[src/verilog/dual_timer_pkg.sv]
/*
  Package for the dual timer/counter block: register addresses, bit positions,
  reset values, mode codes and the peripheral cycle length.
  Assumes an 8-bit special function register port from the processor core.
*/
package dual_timer_pkg;
  localparam logic [7:0] ADDR_CONTROL  = 8'h88;
  localparam logic [7:0] ADDR_MODE     = 8'h89;
  localparam logic [7:0] ADDR_A_LOW    = 8'h8a;
  localparam logic [7:0] ADDR_B_LOW    = 8'h8b;
  localparam logic [7:0] ADDR_A_HIGH   = 8'h8c;
  localparam logic [7:0] ADDR_B_HIGH   = 8'h8d;
  localparam logic [7:0] RESET_VALUE   = 8'h00;
  // Control register bit positions
  localparam int BIT_B_OVF    = 7;
  localparam int BIT_B_RUN    = 6;
  localparam int BIT_A_OVF    = 5;
  localparam int BIT_A_RUN    = 4;
  localparam int BIT_B_EDGE   = 3;
  localparam int BIT_B_TRIG   = 2;
  localparam int BIT_A_EDGE   = 1;
  localparam int BIT_A_TRIG   = 0;
  // Mode register: each unit owns a nibble; B at 4, A at 0
  localparam int NIB_B        = 4;
  localparam int NIB_A        = 0;
  localparam int OFS_GATE     = 3;
  localparam int OFS_SRC      = 2;
  localparam int OFS_MODE     = 0;
  localparam logic [1:0] MODE_PRESCALE = 2'h0;
  localparam logic [1:0] MODE_CASCADE  = 2'h1;
  localparam logic [1:0] MODE_RELOAD   = 2'h2;
  localparam logic [1:0] MODE_SPLIT    = 2'h3;
  localparam logic [4:0] PRESCALE_MAX  = 5'h1f;
  // Peripheral cycle: six peripheral clock periods
  localparam int PER_CYCLE_CLKS = 6;
  localparam logic [2:0] PER_CYCLE_LAST = 3'(PER_CYCLE_CLKS - 1);
endpackage : dual_timer_pkg

[src/verilog/timer_count_unit.sv]
/*
  One timer unit: low and high count bytes with modes 0..3.
  Assumes tick enables come from the parent; software writes win over counting.
*/
`timescale 1ns/1ps
module timer_count_unit (
  input  wire logic       clk,
  input  wire logic       rst,
  input  wire logic       lowTick,
  input  wire logic       highTick,
  input  wire logic [1:0] mode,
  input  wire logic       splitAllowed,
  input  wire logic       wrLow,
  input  wire logic       wrHigh,
  input  wire logic [7:0] wrData,
  output logic      [7:0] countLow,
  output logic      [7:0] countHigh,
  output logic            lowOverflow,
  output logic            highOverflow
);
  logic [7:0] low_ff;
  logic [7:0] high_ff;
  logic [7:0] nxt_low;
  logic [7:0] nxt_high;

  assign countLow  = low_ff;
  assign countHigh = high_ff;

  ////////////////////////////////////////////////////////////////////////////
  // Next count per mode
  always_comb
  begin
    nxt_low      = low_ff;
    nxt_high     = high_ff;
    lowOverflow  = 1'b0;
    highOverflow = 1'b0;
    case (mode)
      dual_timer_pkg::MODE_PRESCALE:
      begin
        if (lowTick)
        begin
          nxt_low[4:0] = low_ff[4:0] + 5'h01;
          if (low_ff[4:0] == dual_timer_pkg::PRESCALE_MAX)
          begin
            nxt_high = high_ff + 8'h01;
            highOverflow = (high_ff == 8'hff);
          end
        end
      end
      dual_timer_pkg::MODE_CASCADE:
      begin
        if (lowTick)
        begin
          nxt_low = low_ff + 8'h01;
          if (low_ff == 8'hff)
          begin
            nxt_high = high_ff + 8'h01;
            highOverflow = (high_ff == 8'hff);
          end
        end
      end
      dual_timer_pkg::MODE_RELOAD:
      begin
        if (lowTick)
        begin
          if (low_ff == 8'hff)
          begin
            nxt_low = high_ff;
            highOverflow = 1'b1;
          end
          else
          begin
            nxt_low = low_ff + 8'h01;
          end
        end
      end
      dual_timer_pkg::MODE_SPLIT:
      begin
        if (splitAllowed)
        begin
          if (lowTick)
          begin
            nxt_low = low_ff + 8'h01;
            lowOverflow = (low_ff == 8'hff);
          end
          if (highTick)
          begin
            nxt_high = high_ff + 8'h01;
            highOverflow = (high_ff == 8'hff);
          end
        end
      end
      default:
      begin
        nxt_low = low_ff;
      end
    endcase
    if (wrLow)
    begin
      nxt_low = wrData;
    end
    if (wrHigh)
    begin
      nxt_high = wrData;
    end
  end

  // Count bytes
  always_ff @(posedge clk)
  begin
    if (rst)
    begin
      low_ff  <= dual_timer_pkg::RESET_VALUE;
      high_ff <= dual_timer_pkg::RESET_VALUE;
    end
    else
    begin
      low_ff  <= nxt_low;
      high_ff <= nxt_high;
    end
  end
endmodule : timer_count_unit

[src/verilog/dual_timer_counter_ctrl.sv]
/*
  Dual timer/counter with shared control and mode registers on an SFR port.
  Assumes a synchronous SFR port, synchronous pins and a core that pulses
  vector acknowledges when it enters the timer or external interrupt routine.
  The unit and global interrupt enables arrive as plain levels from the core,
  and the core stops a unit before it reads a count pair that must agree.
*/
// Notes on behaviour
// - Overflow sets unit flag; control writes can set it too
// - Vectoring to routine clears overflow flag
// - Timer interrupt needs unit enable and global enable
// - Run bits: B at 6, A at 4
// - Overflow flags: B at 7, A at 5
// - Edge flags bits 3,1 set; edge clears
// - Trigger bits 2,0: low level or falling
// - Gate bit makes pin high required
// - Source bit picks clock or pin falls
// - Mode 0: 8-bit high, 5-bit prescaler
// - Mode 1: 16-bit cascade counter
// - Mode 2: low byte reloads from high
// - Timer B mode 3 holds count
// - Timer A mode 3 splits, borrows B bits
// - All six registers reset to zero
// - Count exposed as high, low bytes
// - Timer increments once per six clocks
// - Counter samples pin per cycle, falls
// - Mode 0 prescaler modulo 32
// - Cascade low carry bumps high; high sets flag
`timescale 1ns/1ps
module dual_timer_counter_ctrl (
  input  wire logic       clk,
  input  wire logic       rst,
  // Special function register port
  input  wire logic [7:0] sfrAddr,
  input  wire logic       sfrWrite,
  input  wire logic       sfrRead,
  input  wire logic [7:0] sfrWrData,
  output logic      [7:0] sfrRdData,
  output logic            sfrHit,
  // Interrupt and count pins
  input  wire logic       ext_irq_a_pin,
  input  wire logic       ext_irq_b_pin,
  input  wire logic       count_input_a,
  input  wire logic       count_input_b,
  // Interrupt interface to the core
  input  wire logic       global_irq_enable,
  input  wire logic       timer_a_irq_enable,
  input  wire logic       timer_b_irq_enable,
  input  wire logic       timerAVectorAck,
  input  wire logic       timerBVectorAck,
  input  wire logic       extAVectorAck,
  input  wire logic       extBVectorAck,
  output logic            timerAIrq,
  output logic            timerBIrq,
  output logic            extAIrq,
  output logic            extBIrq
);
  // Registers and their next values
  logic [7:0] ctrl_ff;
  logic [7:0] nxt_ctrl;
  logic [7:0] mode_ff;
  logic [7:0] nxt_mode;
  logic [2:0] div_ff;
  logic [2:0] nxt_div;
  logic [1:0] cntSample_ff;
  logic [1:0] nxt_cntSample;
  logic [1:0] irqSample_ff;
  logic [1:0] nxt_irqSample;
  logic [7:0] rdData_ff;
  logic [7:0] nxt_rdData;
  // Per-unit and decode wiring
  logic       perTick;
  logic [1:0] lowTick;
  logic [1:0] highTick;
  logic [1:0] lowOvf;
  logic [1:0] highOvf;
  logic [1:0] wrLow;
  logic [1:0] wrHigh;
  logic [7:0] cntLow  [2];
  logic [7:0] cntHigh [2];
  logic [1:0] pinCount;
  logic [1:0] pinIrq;
  logic [1:0] splitOk;
  logic       aSplit;
  logic       wrCtrl;
  logic       wrMode;

  assign pinCount = {count_input_b, count_input_a};
  assign pinIrq   = {ext_irq_b_pin, ext_irq_a_pin};
  assign aSplit   = (mode_ff[dual_timer_pkg::NIB_A +: 2] == dual_timer_pkg::MODE_SPLIT);
  assign splitOk  = 2'b01; // Only timer A splits; B mode 3 holds
  assign wrCtrl   = sfrWrite && (sfrAddr == dual_timer_pkg::ADDR_CONTROL);
  assign wrMode   = sfrWrite && (sfrAddr == dual_timer_pkg::ADDR_MODE);

  ////////////////////////////////////////////////////////////////////////////
  // Peripheral cycle divider and pin samplers
  // The divider runs from reset whatever the run bits say, so a unit started
  // at any moment sees its first tick within six clocks. Count pins are seen
  // only on ticks, so a pulse shorter than a peripheral cycle may be missed;
  // interrupt pins are seen on every clock.
  always_comb
  begin
    perTick       = (div_ff == dual_timer_pkg::PER_CYCLE_LAST);
    nxt_div       = perTick ? 3'h0 : div_ff + 3'h1;
    nxt_cntSample = perTick ? pinCount : cntSample_ff;
    nxt_irqSample = pinIrq;
  end

  // Register the divider and samplers
  always_ff @(posedge clk)
  begin
    if (rst)
    begin
      div_ff       <= 3'h0;
      cntSample_ff <= 2'h3;
      irqSample_ff <= 2'h3;
    end
    else
    begin
      div_ff       <= nxt_div;
      cntSample_ff <= nxt_cntSample;
      irqSample_ff <= nxt_irqSample;
    end
  end

  ////////////////////////////////////////////////////////////////////////////
  // Per-unit count enables, count units and register writes
  // Both units share one body; only the nibble, run bit and count addresses differ,
  // plus the mode 3 handling where A splits and B halts.
  for (genvar u = 0; u < 2; u++)
  begin : g_unit
    localparam int NIB = (u == 0) ? dual_timer_pkg::NIB_A : dual_timer_pkg::NIB_B;
    localparam int RUN = (u == 0) ? dual_timer_pkg::BIT_A_RUN : dual_timer_pkg::BIT_B_RUN;
    logic gateOpen;
    logic srcEvent;
    logic runOwn;
    logic halted;
    assign gateOpen = !mode_ff[NIB + dual_timer_pkg::OFS_GATE] || pinIrq[u];
    // Source: every tick as a timer, or a sampled fall of the count pin
    always_comb
    begin
      if (mode_ff[NIB + dual_timer_pkg::OFS_SRC])
      begin
        srcEvent = perTick && cntSample_ff[u] && !pinCount[u];
      end
      else
      begin
        srcEvent = perTick;
      end
    end
    // With A split, B's run bit belongs to A's high byte, so B runs whenever
    // it is out of its own mode 3 and is stopped by moving it into mode 3
    assign runOwn = ctrl_ff[RUN] || (u == 1 && aSplit);
    // Timer B in mode 3 holds its count
    assign halted = (u == 1) && (mode_ff[NIB +: 2] == dual_timer_pkg::MODE_SPLIT);
    assign lowTick[u]  = srcEvent && gateOpen && runOwn && !halted;
    assign highTick[u] = (u == 0) ? (perTick && ctrl_ff[dual_timer_pkg::BIT_B_RUN])
                                  : 1'b0;
    assign wrLow[u]  = sfrWrite && (sfrAddr == ((u == 0) ? dual_timer_pkg::ADDR_A_LOW
                                                         : dual_timer_pkg::ADDR_B_LOW));
    assign wrHigh[u] = sfrWrite && (sfrAddr == ((u == 0) ? dual_timer_pkg::ADDR_A_HIGH
                                                         : dual_timer_pkg::ADDR_B_HIGH));
    // Count bytes and per-mode overflow of this unit
    timer_count_unit u_count (
      .clk          (clk),
      .rst          (rst),
      .lowTick      (lowTick[u]),
      .highTick     (highTick[u]),
      .mode         (mode_ff[NIB +: 2]),
      .splitAllowed (splitOk[u]),
      .wrLow        (wrLow[u]),
      .wrHigh       (wrHigh[u]),
      .wrData       (sfrWrData),
      .countLow     (cntLow[u]),
      .countHigh    (cntHigh[u]),
      .lowOverflow  (lowOvf[u]),
      .highOverflow (highOvf[u])
    );
  end

  ////////////////////////////////////////////////////////////////////////////
  // Control and mode registers; hardware set wins over any clear
  // Order matters below: software writes first, vector clears next and the
  // hardware sets last, so an event in the clock of a clear is never lost.
  always_comb
  begin
    nxt_ctrl = ctrl_ff;
    nxt_mode = mode_ff;
    // Software writes take the whole byte, flags included
    if (wrCtrl)
    begin
      nxt_ctrl = sfrWrData;
    end
    if (wrMode)
    begin
      nxt_mode = sfrWrData;
    end
    // Flag clears on vectoring
    if (timerAVectorAck)
    begin
      nxt_ctrl[dual_timer_pkg::BIT_A_OVF] = 1'b0;
    end
    if (timerBVectorAck)
    begin
      nxt_ctrl[dual_timer_pkg::BIT_B_OVF] = 1'b0;
    end
    if (extAVectorAck && ctrl_ff[dual_timer_pkg::BIT_A_TRIG])
    begin
      nxt_ctrl[dual_timer_pkg::BIT_A_EDGE] = 1'b0;
    end
    if (extBVectorAck && ctrl_ff[dual_timer_pkg::BIT_B_TRIG])
    begin
      nxt_ctrl[dual_timer_pkg::BIT_B_EDGE] = 1'b0;
    end
    // Overflow sets; A split routes A high overflow to B's flag
    if (aSplit ? lowOvf[0] : highOvf[0])
    begin
      nxt_ctrl[dual_timer_pkg::BIT_A_OVF] = 1'b1;
    end
    if ((aSplit && highOvf[0]) || highOvf[1])
    begin
      nxt_ctrl[dual_timer_pkg::BIT_B_OVF] = 1'b1;
    end
    // External detection: falling edge or low level per trigger bit
    if (ctrl_ff[dual_timer_pkg::BIT_A_TRIG] ? (irqSample_ff[0] && !pinIrq[0]) : !pinIrq[0])
    begin
      nxt_ctrl[dual_timer_pkg::BIT_A_EDGE] = 1'b1;
    end
    if (ctrl_ff[dual_timer_pkg::BIT_B_TRIG] ? (irqSample_ff[1] && !pinIrq[1]) : !pinIrq[1])
    begin
      nxt_ctrl[dual_timer_pkg::BIT_B_EDGE] = 1'b1;
    end
  end

  // Register control and mode
  always_ff @(posedge clk)
  begin
    if (rst)
    begin
      ctrl_ff <= dual_timer_pkg::RESET_VALUE;
      mode_ff <= dual_timer_pkg::RESET_VALUE;
    end
    else
    begin
      ctrl_ff <= nxt_ctrl;
      mode_ff <= nxt_mode;
    end
  end

  ////////////////////////////////////////////////////////////////////////////
  // Read data register
  // The count bytes are read one at a time with no shadow latch, so a running
  // 16-bit count can tear; stop the unit first for a coherent pair.
  always_comb
  begin
    nxt_rdData = 8'h00;
    if (sfrRead)
    begin
      case (sfrAddr)
        dual_timer_pkg::ADDR_CONTROL: nxt_rdData = ctrl_ff;
        dual_timer_pkg::ADDR_MODE:    nxt_rdData = mode_ff;
        dual_timer_pkg::ADDR_A_LOW:   nxt_rdData = cntLow[0];
        dual_timer_pkg::ADDR_B_LOW:   nxt_rdData = cntLow[1];
        dual_timer_pkg::ADDR_A_HIGH:  nxt_rdData = cntHigh[0];
        dual_timer_pkg::ADDR_B_HIGH:  nxt_rdData = cntHigh[1];
        default:                      nxt_rdData = 8'h00;
      endcase
    end
  end

  // Register read data; zero when nothing is read
  always_ff @(posedge clk)
  begin
    if (rst)
    begin
      rdData_ff <= 8'h00;
    end
    else
    begin
      rdData_ff <= nxt_rdData;
    end
  end

  // Read port outputs; sfrHit tells the core this block owns the address
  assign sfrRdData = rdData_ff;
  assign sfrHit    = (sfrAddr >= dual_timer_pkg::ADDR_CONTROL)
                     && (sfrAddr <= dual_timer_pkg::ADDR_B_HIGH);

  ////////////////////////////////////////////////////////////////////////////
  // Interrupt requests
  // Timer requests need the flag, the unit enable and the global enable; the
  // external requests are the edge flags themselves, whose clearing depends
  // on the trigger type chosen for each pin.
  always_comb
  begin
    timerAIrq = ctrl_ff[dual_timer_pkg::BIT_A_OVF] && timer_a_irq_enable
                && global_irq_enable;
    timerBIrq = ctrl_ff[dual_timer_pkg::BIT_B_OVF] && timer_b_irq_enable
                && global_irq_enable;
    extAIrq   = ctrl_ff[dual_timer_pkg::BIT_A_EDGE];
    extBIrq   = ctrl_ff[dual_timer_pkg::BIT_B_EDGE];
  end
endmodule : dual_timer_counter_ctrl

[config.mk]
export PLATFORM = sky130hd
export DESIGN_NAME = dual_timer_counter_ctrl
export DESIGN_NICKNAME = d
export VERILOG_FILES = /design/src/verilog/dual_timer_pkg.sv /design/src/verilog/timer_count_unit.sv /design/src/verilog/dual_timer_counter_ctrl.sv
export SDC_FILE = /design/constraint.sdc
export NUM_CORES = 1
export LEC_CHECK = 0
export ABC_AREA = 1
export BUFFER_PORTS_ARGS = -buffer_cell sky130_fd_sc_hd__buf_2
export CAP_MARGIN = 25
export CORE_ASPECT_RATIO = 0.6
export CORE_MARGIN = 10
export CORE_UTILIZATION = 54
export CTS_CLUSTER_SIZE = 30
export DETAILED_ROUTE_END_ITERATION = 16
export PLACE_DENSITY = 0.74
export SYNTH_ARGS = -nofsm -noshare
export SYNTH_HDL_FRONTEND = slang
export SYNTH_SLANG_ARGS = --single-unit
[constraint.sdc]
create_clock -name clk -period 1.5 [get_ports clk]
set_clock_uncertainty 0.05 [all_clocks]
set_input_delay 0.3 -clock clk [delete_from_list [all_inputs] [get_ports clk]]
set_output_delay 0.3 -clock clk [all_outputs]
set_load 0.1 [all_outputs]
==> results of run 1 <==
cells in the mapped netlist, types with 5 or more instances:
| master | number | area [sq um] |
|---|---|---|
| sky130_fd_sc_hd__inv_1 | 87 | 326.6 |
| sky130_fd_sc_hd__nand2_2 | 7 | 43.79 |
| sky130_fd_sc_hd__xor2_1 | 11 | 96.34 |
| sky130_fd_sc_hd__dfxtp_1 | 63 | 1261 |
| sky130_fd_sc_hd__clkbuf_1 | 5 | 18.77 |
| sky130_fd_sc_hd__a21oi_1 | 48 | 240.2 |
| sky130_fd_sc_hd__o21ai_0 | 61 | 305.3 |
| sky130_fd_sc_hd__nand2_1 | 143 | 536.8 |
| sky130_fd_sc_hd__nand4_1 | 17 | 106.4 |
| sky130_fd_sc_hd__ha_1 | 17 | 212.7 |
| sky130_fd_sc_hd__buf_2 | 7 | 35.03 |
| sky130_fd_sc_hd__nand3_1 | 61 | 305.3 |
| sky130_fd_sc_hd__o21ai_1 | 6 | 30.03 |
| sky130_fd_sc_hd__o22ai_1 | 15 | 93.84 |
| sky130_fd_sc_hd__nor3_1 | 12 | 60.06 |
| sky130_fd_sc_hd__nor2_1 | 68 | 255.2 |
per-layer routing:
metal / wire (um) / global-route usage, %
met1: 7665 / 38.71
met2: 7899 / 42.18
met3: 2838 / 12.91
met4: 435 / 7.004
met5: 0 / 0
metrics by stage:
stage | util (%) | instance area [sq um] | power [mW] | setup TNS, ps
5_1_grt | 85.86 | 6741 | 4.404 | -8683
3_5_place_dp | 71.43 | 5608 | 2.079 | -10980
6_report | 85.86 | 6741 | 4.315 | -6242
2_1_floorplan | - | 4451 | 1.900 | -2005
3_3_place_gp | 71.43 | 5608 | 2.066 | -8293
4_1_cts | 79.86 | 6270 | 4.264 | -4951
flip-flops by register name (all words and copies together) (netlist names):
signal                    count
cntSample_ff                  2
ctrl_ff                       8
div_ff                        3
g_unit.u_count.countHigh     16
g_unit.u_count.countLow      16
irqSample_ff                  2
mode_ff                       8
sfrRdData                     8
worst paths after layout:
kind                                     to  cells past startpoint
max reg2reg  g_unit[0].u_count.countHigh[4]                      7
min                         irqSample_ff[1]                      3
min reg2reg                      mode_ff[7]                      2
max                                  sfrHit                      7
cells by family (layout without fill, tap and decap cells):
kind of cell	after synthesis	in the layout	share of synthesized area [%]
xor gates and xnor gates	14	14	2.832
adders and majority gates	17	17	4.913
buffers and inverters	109	282	10.32
DFF	63	63	29.13
AOI/OAI and AO/OA	138	138	17.05
and+or+nand+nor	331	331	35.75
power breakdown:
part           switching (mW)  internal [mW]
sequential             0.0186           1.69
combinational           0.254          0.145
clock                   0.789           1.42
total                    1.06           3.25
cell type report:
class	instances	area, sq um	area share, %
inverters	92	366.6	5.438
flip-flops and latches	63	1282	19.02
well taps	108	135.1	2.004
multi-input cells	500	3267	48.46
clock inverters	3	40.04	0.5939
clock buffers	13	270.3	4.009
repair buffers	174	1380	20.47
critical path, delay by kind of cell:
kind,cells,cell delay [ps]
AND/OR/NAND/NOR,5,760
buffers and inverters,2,370
repair_timing:
item	in CTS	in global routing
endpoints found under the setup margin	35	41
resized for setup	80	118
hold buffers	0	0
buffers inserted	16	6
pin swaps	40	41
==> metrics.md, run 1 <==
| Metric | Value |
|---|---|
| Time the worst path needs with I/O delays and setup | `1778 ps` |
| Cell with the biggest individual delay on the critical path | `sky130_fd_sc_hd__nand3b_1` |
| F_max | `562.4 MHz` |
| Total Die Area | `0.01212 sq mm` |
| Chip Height | `89.36 um` |
| Maximum buffer depth of the clock tree | `2` |
| HPWL reported at the end of detailed placement | `13.09 mm` |
| Max-Cap Viols | `0` |
| Largest net degree at the start of global routing | `30` |
| Run status | `finished, violations left` |
| Final net count | `888` |
| Most used cells in the layout excluding fill and tap cells | `sky130_fd_sc_hd__nand2_1, sky130_fd_sc_hd__buf_4, sky130_fd_sc_hd__inv_1` |
| Area inside the core boundary | `0.007851 sq mm` |
| H-tree lvl count | `3` |
| Count of nets left with antenna violations after detail routing | `0` |
| Origin of the critical flop-to-flop path | `mode_ff[0]` |
| Antenna violations before repair | `0` |
| Layout Cells excl Fill | `953` |
| #FFs+latches synth | `63` |
| Fill cell instance count of the final layout | `461` |
| Areal power density over the cells | `640.1 mW/mm^2` |
| Initial Util | `55.14%` |
| Worst-skew pair later-pin latency | `340 ps` |
| Nature of the critical path endpoint | `output pin` |
| Minimum setup slack in the final design | `-278.0 ps` |
| Worst Tran Pin Value | `499.8 ps` |
| First-pass GRT wire length | `27.48 mm` |
| Startpoint type of the worst setup path | `input pin` |
| Most used flip-flop cell after synthesis | `sky130_fd_sc_hd__dfxtp_1` |
| Most common library cell in the layout ignoring fill and taps | `sky130_fd_sc_hd__nand2_1` |
| CTS root buf | `sky130_fd_sc_hd__clkbuf_16` |
| Crit path cell chain | `buf_2 > nand2_1 > nor2_2 > nand2_2 > nand4_1 > nand3b_1 > buf_12` |
| Number of enable flip-flop cells after synthesis | `0` |
| Max VDD drop | `0.7406 mV` |
| Drt drc | `0` |
| Arrival time at the worst endpoint | `1430 ps` |
| Number of buffers created by CTS | `9` |
| Floorplan die width | `135.6 um` |
| Library cells used by synthesis | `36` |
| Violated checks | `negative setup slack` |
| Area grow syn2layout | `55.72%` |
| Count of input and output buffers | `43` |
| Overall via count from detail_route | `5651` |
| Number of core rows | `25` |
| Routed WL per cell | `19.77 um` |
| TritonCTS clock tree | `yes` |
| Via count normalized by instance count | `5.930` |
| Global Route Usage Sum | `29.19%` |
| Remaining max-slew budget at the tightest pin | `66.91%` |
| Req. time, crit path | `1150 ps` |
| I/O pin cnt | `44` |
| Final Hold Fails | `0` |
| Post-synth design cell area | `0.004329 sq mm` |
| Antenna Diode Count | `0` |
| Share of the clock period used by the worst path after layout | `118.5%` |
| Worst Hold Class | `in2reg` |
| Fraction of registers with async set or reset after synthesis | `0%` |
| Leak Pwr | `2.969 nW` |
| Biggest cell delay along the critical path | `340 ps` |
| Clock slew at the register clock pins of the worst setup and hold paths | `50 ps` |
| Portion of the post-synthesis area used by sequential elements | `29.13%` |
| Final GP Congestion | `1.003` |
| Worst setup path startpoint | `sfrAddr[3]` |
| Final slew viol count | `0` |
| Setup repair after global routing missed its margin | `true` |
| Crit path max fanout | `3` |
| Category of the critical setup timing path | `in2out` |
| Hold slack | `139.5 ps` |
| Worst setup slack after placement | `-347.1 ps` |
| Setup violation total in the final timing report | `35` |
| Mapped Cells | `672` |
| Clock sink count | `63` |
| Count of routing violations after the opening detailed-route iteration | `907` |
| Synthesized Nets | `720` |
| YS warnings | `0` |
| R2R setup slack | `-250 ps` |
| First-pass iteration count of the detailed router | `6` |
| Routed Wire Length | `18.84 mm` |
| Fraction of layout instances using a drive strength above 1 | `41.54%` |
| Instance count after placement with tap cells included | `915` |
| Final global-route overflow total | `0` |
| Launch point of the worst hold path | `ext_irq_b_pin` |
| Via count of the first global-routing pass | `5147` |
| Post-synthesis average cell area | `6.442 sq um` |
Power figures use the tool's default switching activity.
==> inputs of run 2 (changes only) <==
==> constraint.sdc (replaced) <==
create_clock -name clk -period 1.5 [get_ports clk]
set_clock_uncertainty 0.05 [all_clocks]
set_input_delay 0.225 -clock clk [delete_from_list [all_inputs] [get_ports clk]]
set_output_delay 0.225 -clock clk [all_outputs]
set_load 0.1 [all_outputs]
==> run 2 against run 1 <==
The flow still finishes with violations (negative setup slack); final cell count grew 1.6%; power rose by 9.3%; clock power rose by 18%; routed wire length increased by 15%; sequential power is essentially flat; combinational power is essentially flat; setup slack worse by 23 ps; die area did not move.
==> metrics.md, run 2 (synthesis gave the netlist of run 1 again) <==
| Metric | Value |
|---|---|
| Setup violation total in the final timing report | `35` |
| Areal power density over the cells | `686.4 mW/mm^2` |
| Via count of the first global-routing pass | `5473` |
| Number of core rows | `25` |
| End of the worst register-to-register path | `g_unit[1].u_count.countHigh[0]` |
| Hold slack | `111.1 ps` |
| Layout Cells excl Fill | `968` |
| I/O pin cnt | `44` |
| Setup repair after global routing missed its margin | `true` |
| Worst Tran Pin Value | `516.5 ps` |
| F_max | `555.3 MHz` |
| Crit path max fanout | `2` |
| CTS root buf | `sky130_fd_sc_hd__clkbuf_16` |
| Count of nets left with antenna violations after detail routing | `0` |
| Final global-route overflow total | `0` |
| Placed inst area | `0.005552 sq mm` |
| R2R setup slack | `-300 ps` |
| Area grow syn2layout | `58.70%` |
| Violated checks | `negative setup slack` |
| Number of cells traversed by the worst register-to-register path | `11` |
| Instance count after placement with tap cells included | `916` |
| Initial Util | `55.14%` |
| Most used cells in the layout excluding fill and tap cells | `sky130_fd_sc_hd__buf_4, sky130_fd_sc_hd__nand2_1, sky130_fd_sc_hd__inv_1` |
| Floorplan die width | `135.6 um` |
| Global Route Usage Sum | `31.48%` |
| Startpoint type of the worst setup path | `register` |
| Origin of the critical flop-to-flop path | `g_unit[1].u_count.countLow[0]` |
| Count of routing violations after the opening detailed-route iteration | `1014` |
| Minimum setup slack in the final design | `-300.8 ps` |
| Arrival time at the worst endpoint | `1980 ps` |
| H-tree lvl count | `3` |
| Clock sink count | `63` |
| First-pass iteration count of the detailed router | `7` |
| Worst setup path startpoint | `g_unit[1].u_count.countLow[0]` |
| Hold buffer count at CTS | `0` |
| Overall via count from detail_route | `6088` |
| Final net count | `903` |
| Chip Height | `89.36 um` |
| Area inside the core boundary | `0.007851 sq mm` |
| Req. time, crit path | `1680 ps` |
| Run status | `finished, violations left` |
| Via count normalized by instance count | `6.289` |
| Final slew viol count | `0` |
| Max VDD drop | `0.5847 mV` |
| Fin area | `0.006870 sq mm` |
| Nature of the critical path endpoint | `register` |
| Fraction of layout instances using a drive strength above 1 | `41.86%` |
| Launch point of the worst hold path | `ext_irq_b_pin` |
| Count of input and output buffers | `43` |
| Total Die Area | `0.01212 sq mm` |
| Category of the critical setup timing path | `reg2reg` |
| Time the worst path needs with I/O delays and setup | `1801 ps` |
| Routed Wire Length | `21.71 mm` |
| Worst-skew pair later-pin latency | `350 ps` |
| Largest net degree at the start of global routing | `30` |
| Most common library cell in the layout ignoring fill and taps | `sky130_fd_sc_hd__buf_4` |
| HPWL reported at the end of detailed placement | `13.00 mm` |
| Clock slew at the register clock pins of the worst setup and hold paths | `60 ps` |
| Maximum buffer depth of the clock tree | `2` |
| Antenna Diode Count | `0` |
| Remaining max-slew budget at the tightest pin | `65.53%` |
| Final Hold Fails | `0` |
| TritonCTS clock tree | `yes` |
| Leak Pwr | `3.094 nW` |
| Worst setup slack after placement | `-295.3 ps` |
| Routed WL per cell | `22.42 um` |
| Max-Cap Viols | `0` |
| Share of the clock period used by the worst path after layout | `120.1%` |
| Final cell utilization of the core | `87.51%` |
| Drt drc | `0` |
| End point of the critical path | `g_unit[1].u_count.countHigh[0]` |
| Final GP Congestion | `0.9701` |
| Fill cell instance count of the final layout | `384` |
| First-pass GRT wire length | `29.36 mm` |
| Number of buffers created by CTS | `9` |
| Worst Hold Class | `in2reg` |
| Antenna violations before repair | `1` |
[run 2: cell count changes in the layout (fill, tap and decap cells not counted), sizes merged]
cell	delta
buf	+14
clkbuf	-3
bufinv	+2
clkinv	+1
nand3	+1
[run 2: layout make-up]
cell class / count / area (sq um) / share of cell area (%)
clock inverters: 6 / 115.1 / 1.675
repair buffers: 188 / 1476 / 21.49
well taps: 108 / 135.1 / 1.967
inverters: 92 / 367.9 / 5.354
flip-flops and latches: 63 / 1281 / 18.65
multi-input cells: 501 / 3244 / 47.22
clock buffers: 10 / 250.2 / 3.642
[run 2: repair_timing]
item	4_1_cts	5_1_grt
gates resized for setup	106	86
buffers inserted	20	15
cloned	1	0
endpoints found under the setup margin	35	36
pin swaps	48	49
[run 2: per-stage QoR]
stage	setup TNS, ps	power, mW
after global placement	-4790	2.033
after floorplan	-944.6	1.899
after global routing	-9173	4.777
after CTS	-3649	4.605
after detailed placement	-7659	2.044
final	-7310	4.716
[run 2: how the worst min path moves through the flow]
stage	to	slack, ps	cells after the start
2_1_floorplan	irqSample_ff[1]	290	2
3_3_place_gp	irqSample_ff[1]	380	3
3_5_place_dp	irqSample_ff[1]	390	3
4_1_cts	irqSample_ff[1]	50	3
5_1_grt	irqSample_ff[1]	130	3
6_report	irqSample_ff[1]	110	3
[run 2: report_power, final]
part           switching (mW)  internal [mW]
registers              0.0180           1.69
logic                   0.272          0.126
clock network           0.879           1.73
[run 2: worst max-delay path: stages, from the launching register on]
cell	delay (ps)
sky130_fd_sc_hd__dfxtp_2	360
sky130_fd_sc_hd__ha_4	160
sky130_fd_sc_hd__nand2_4	70
sky130_fd_sc_hd__nor2_4	130
sky130_fd_sc_hd__ha_2	190
sky130_fd_sc_hd__inv_2	50
sky130_fd_sc_hd__nand2_2	70
sky130_fd_sc_hd__inv_2	50
sky130_fd_sc_hd__nor2_4	140
sky130_fd_sc_hd__nand3_1	180
sky130_fd_sc_hd__nor2_2	160
sky130_fd_sc_hd__nor3_2	60
[run 2: per-layer routing]
metal	wire length [um]	vias up	GRT usage, %
li1	-	2595	-
met1	7964	2772	40.88
met2	9181	575	47.36
met3	3481	146	10.89
met4	1079	0	11.28
met5	0	-	0
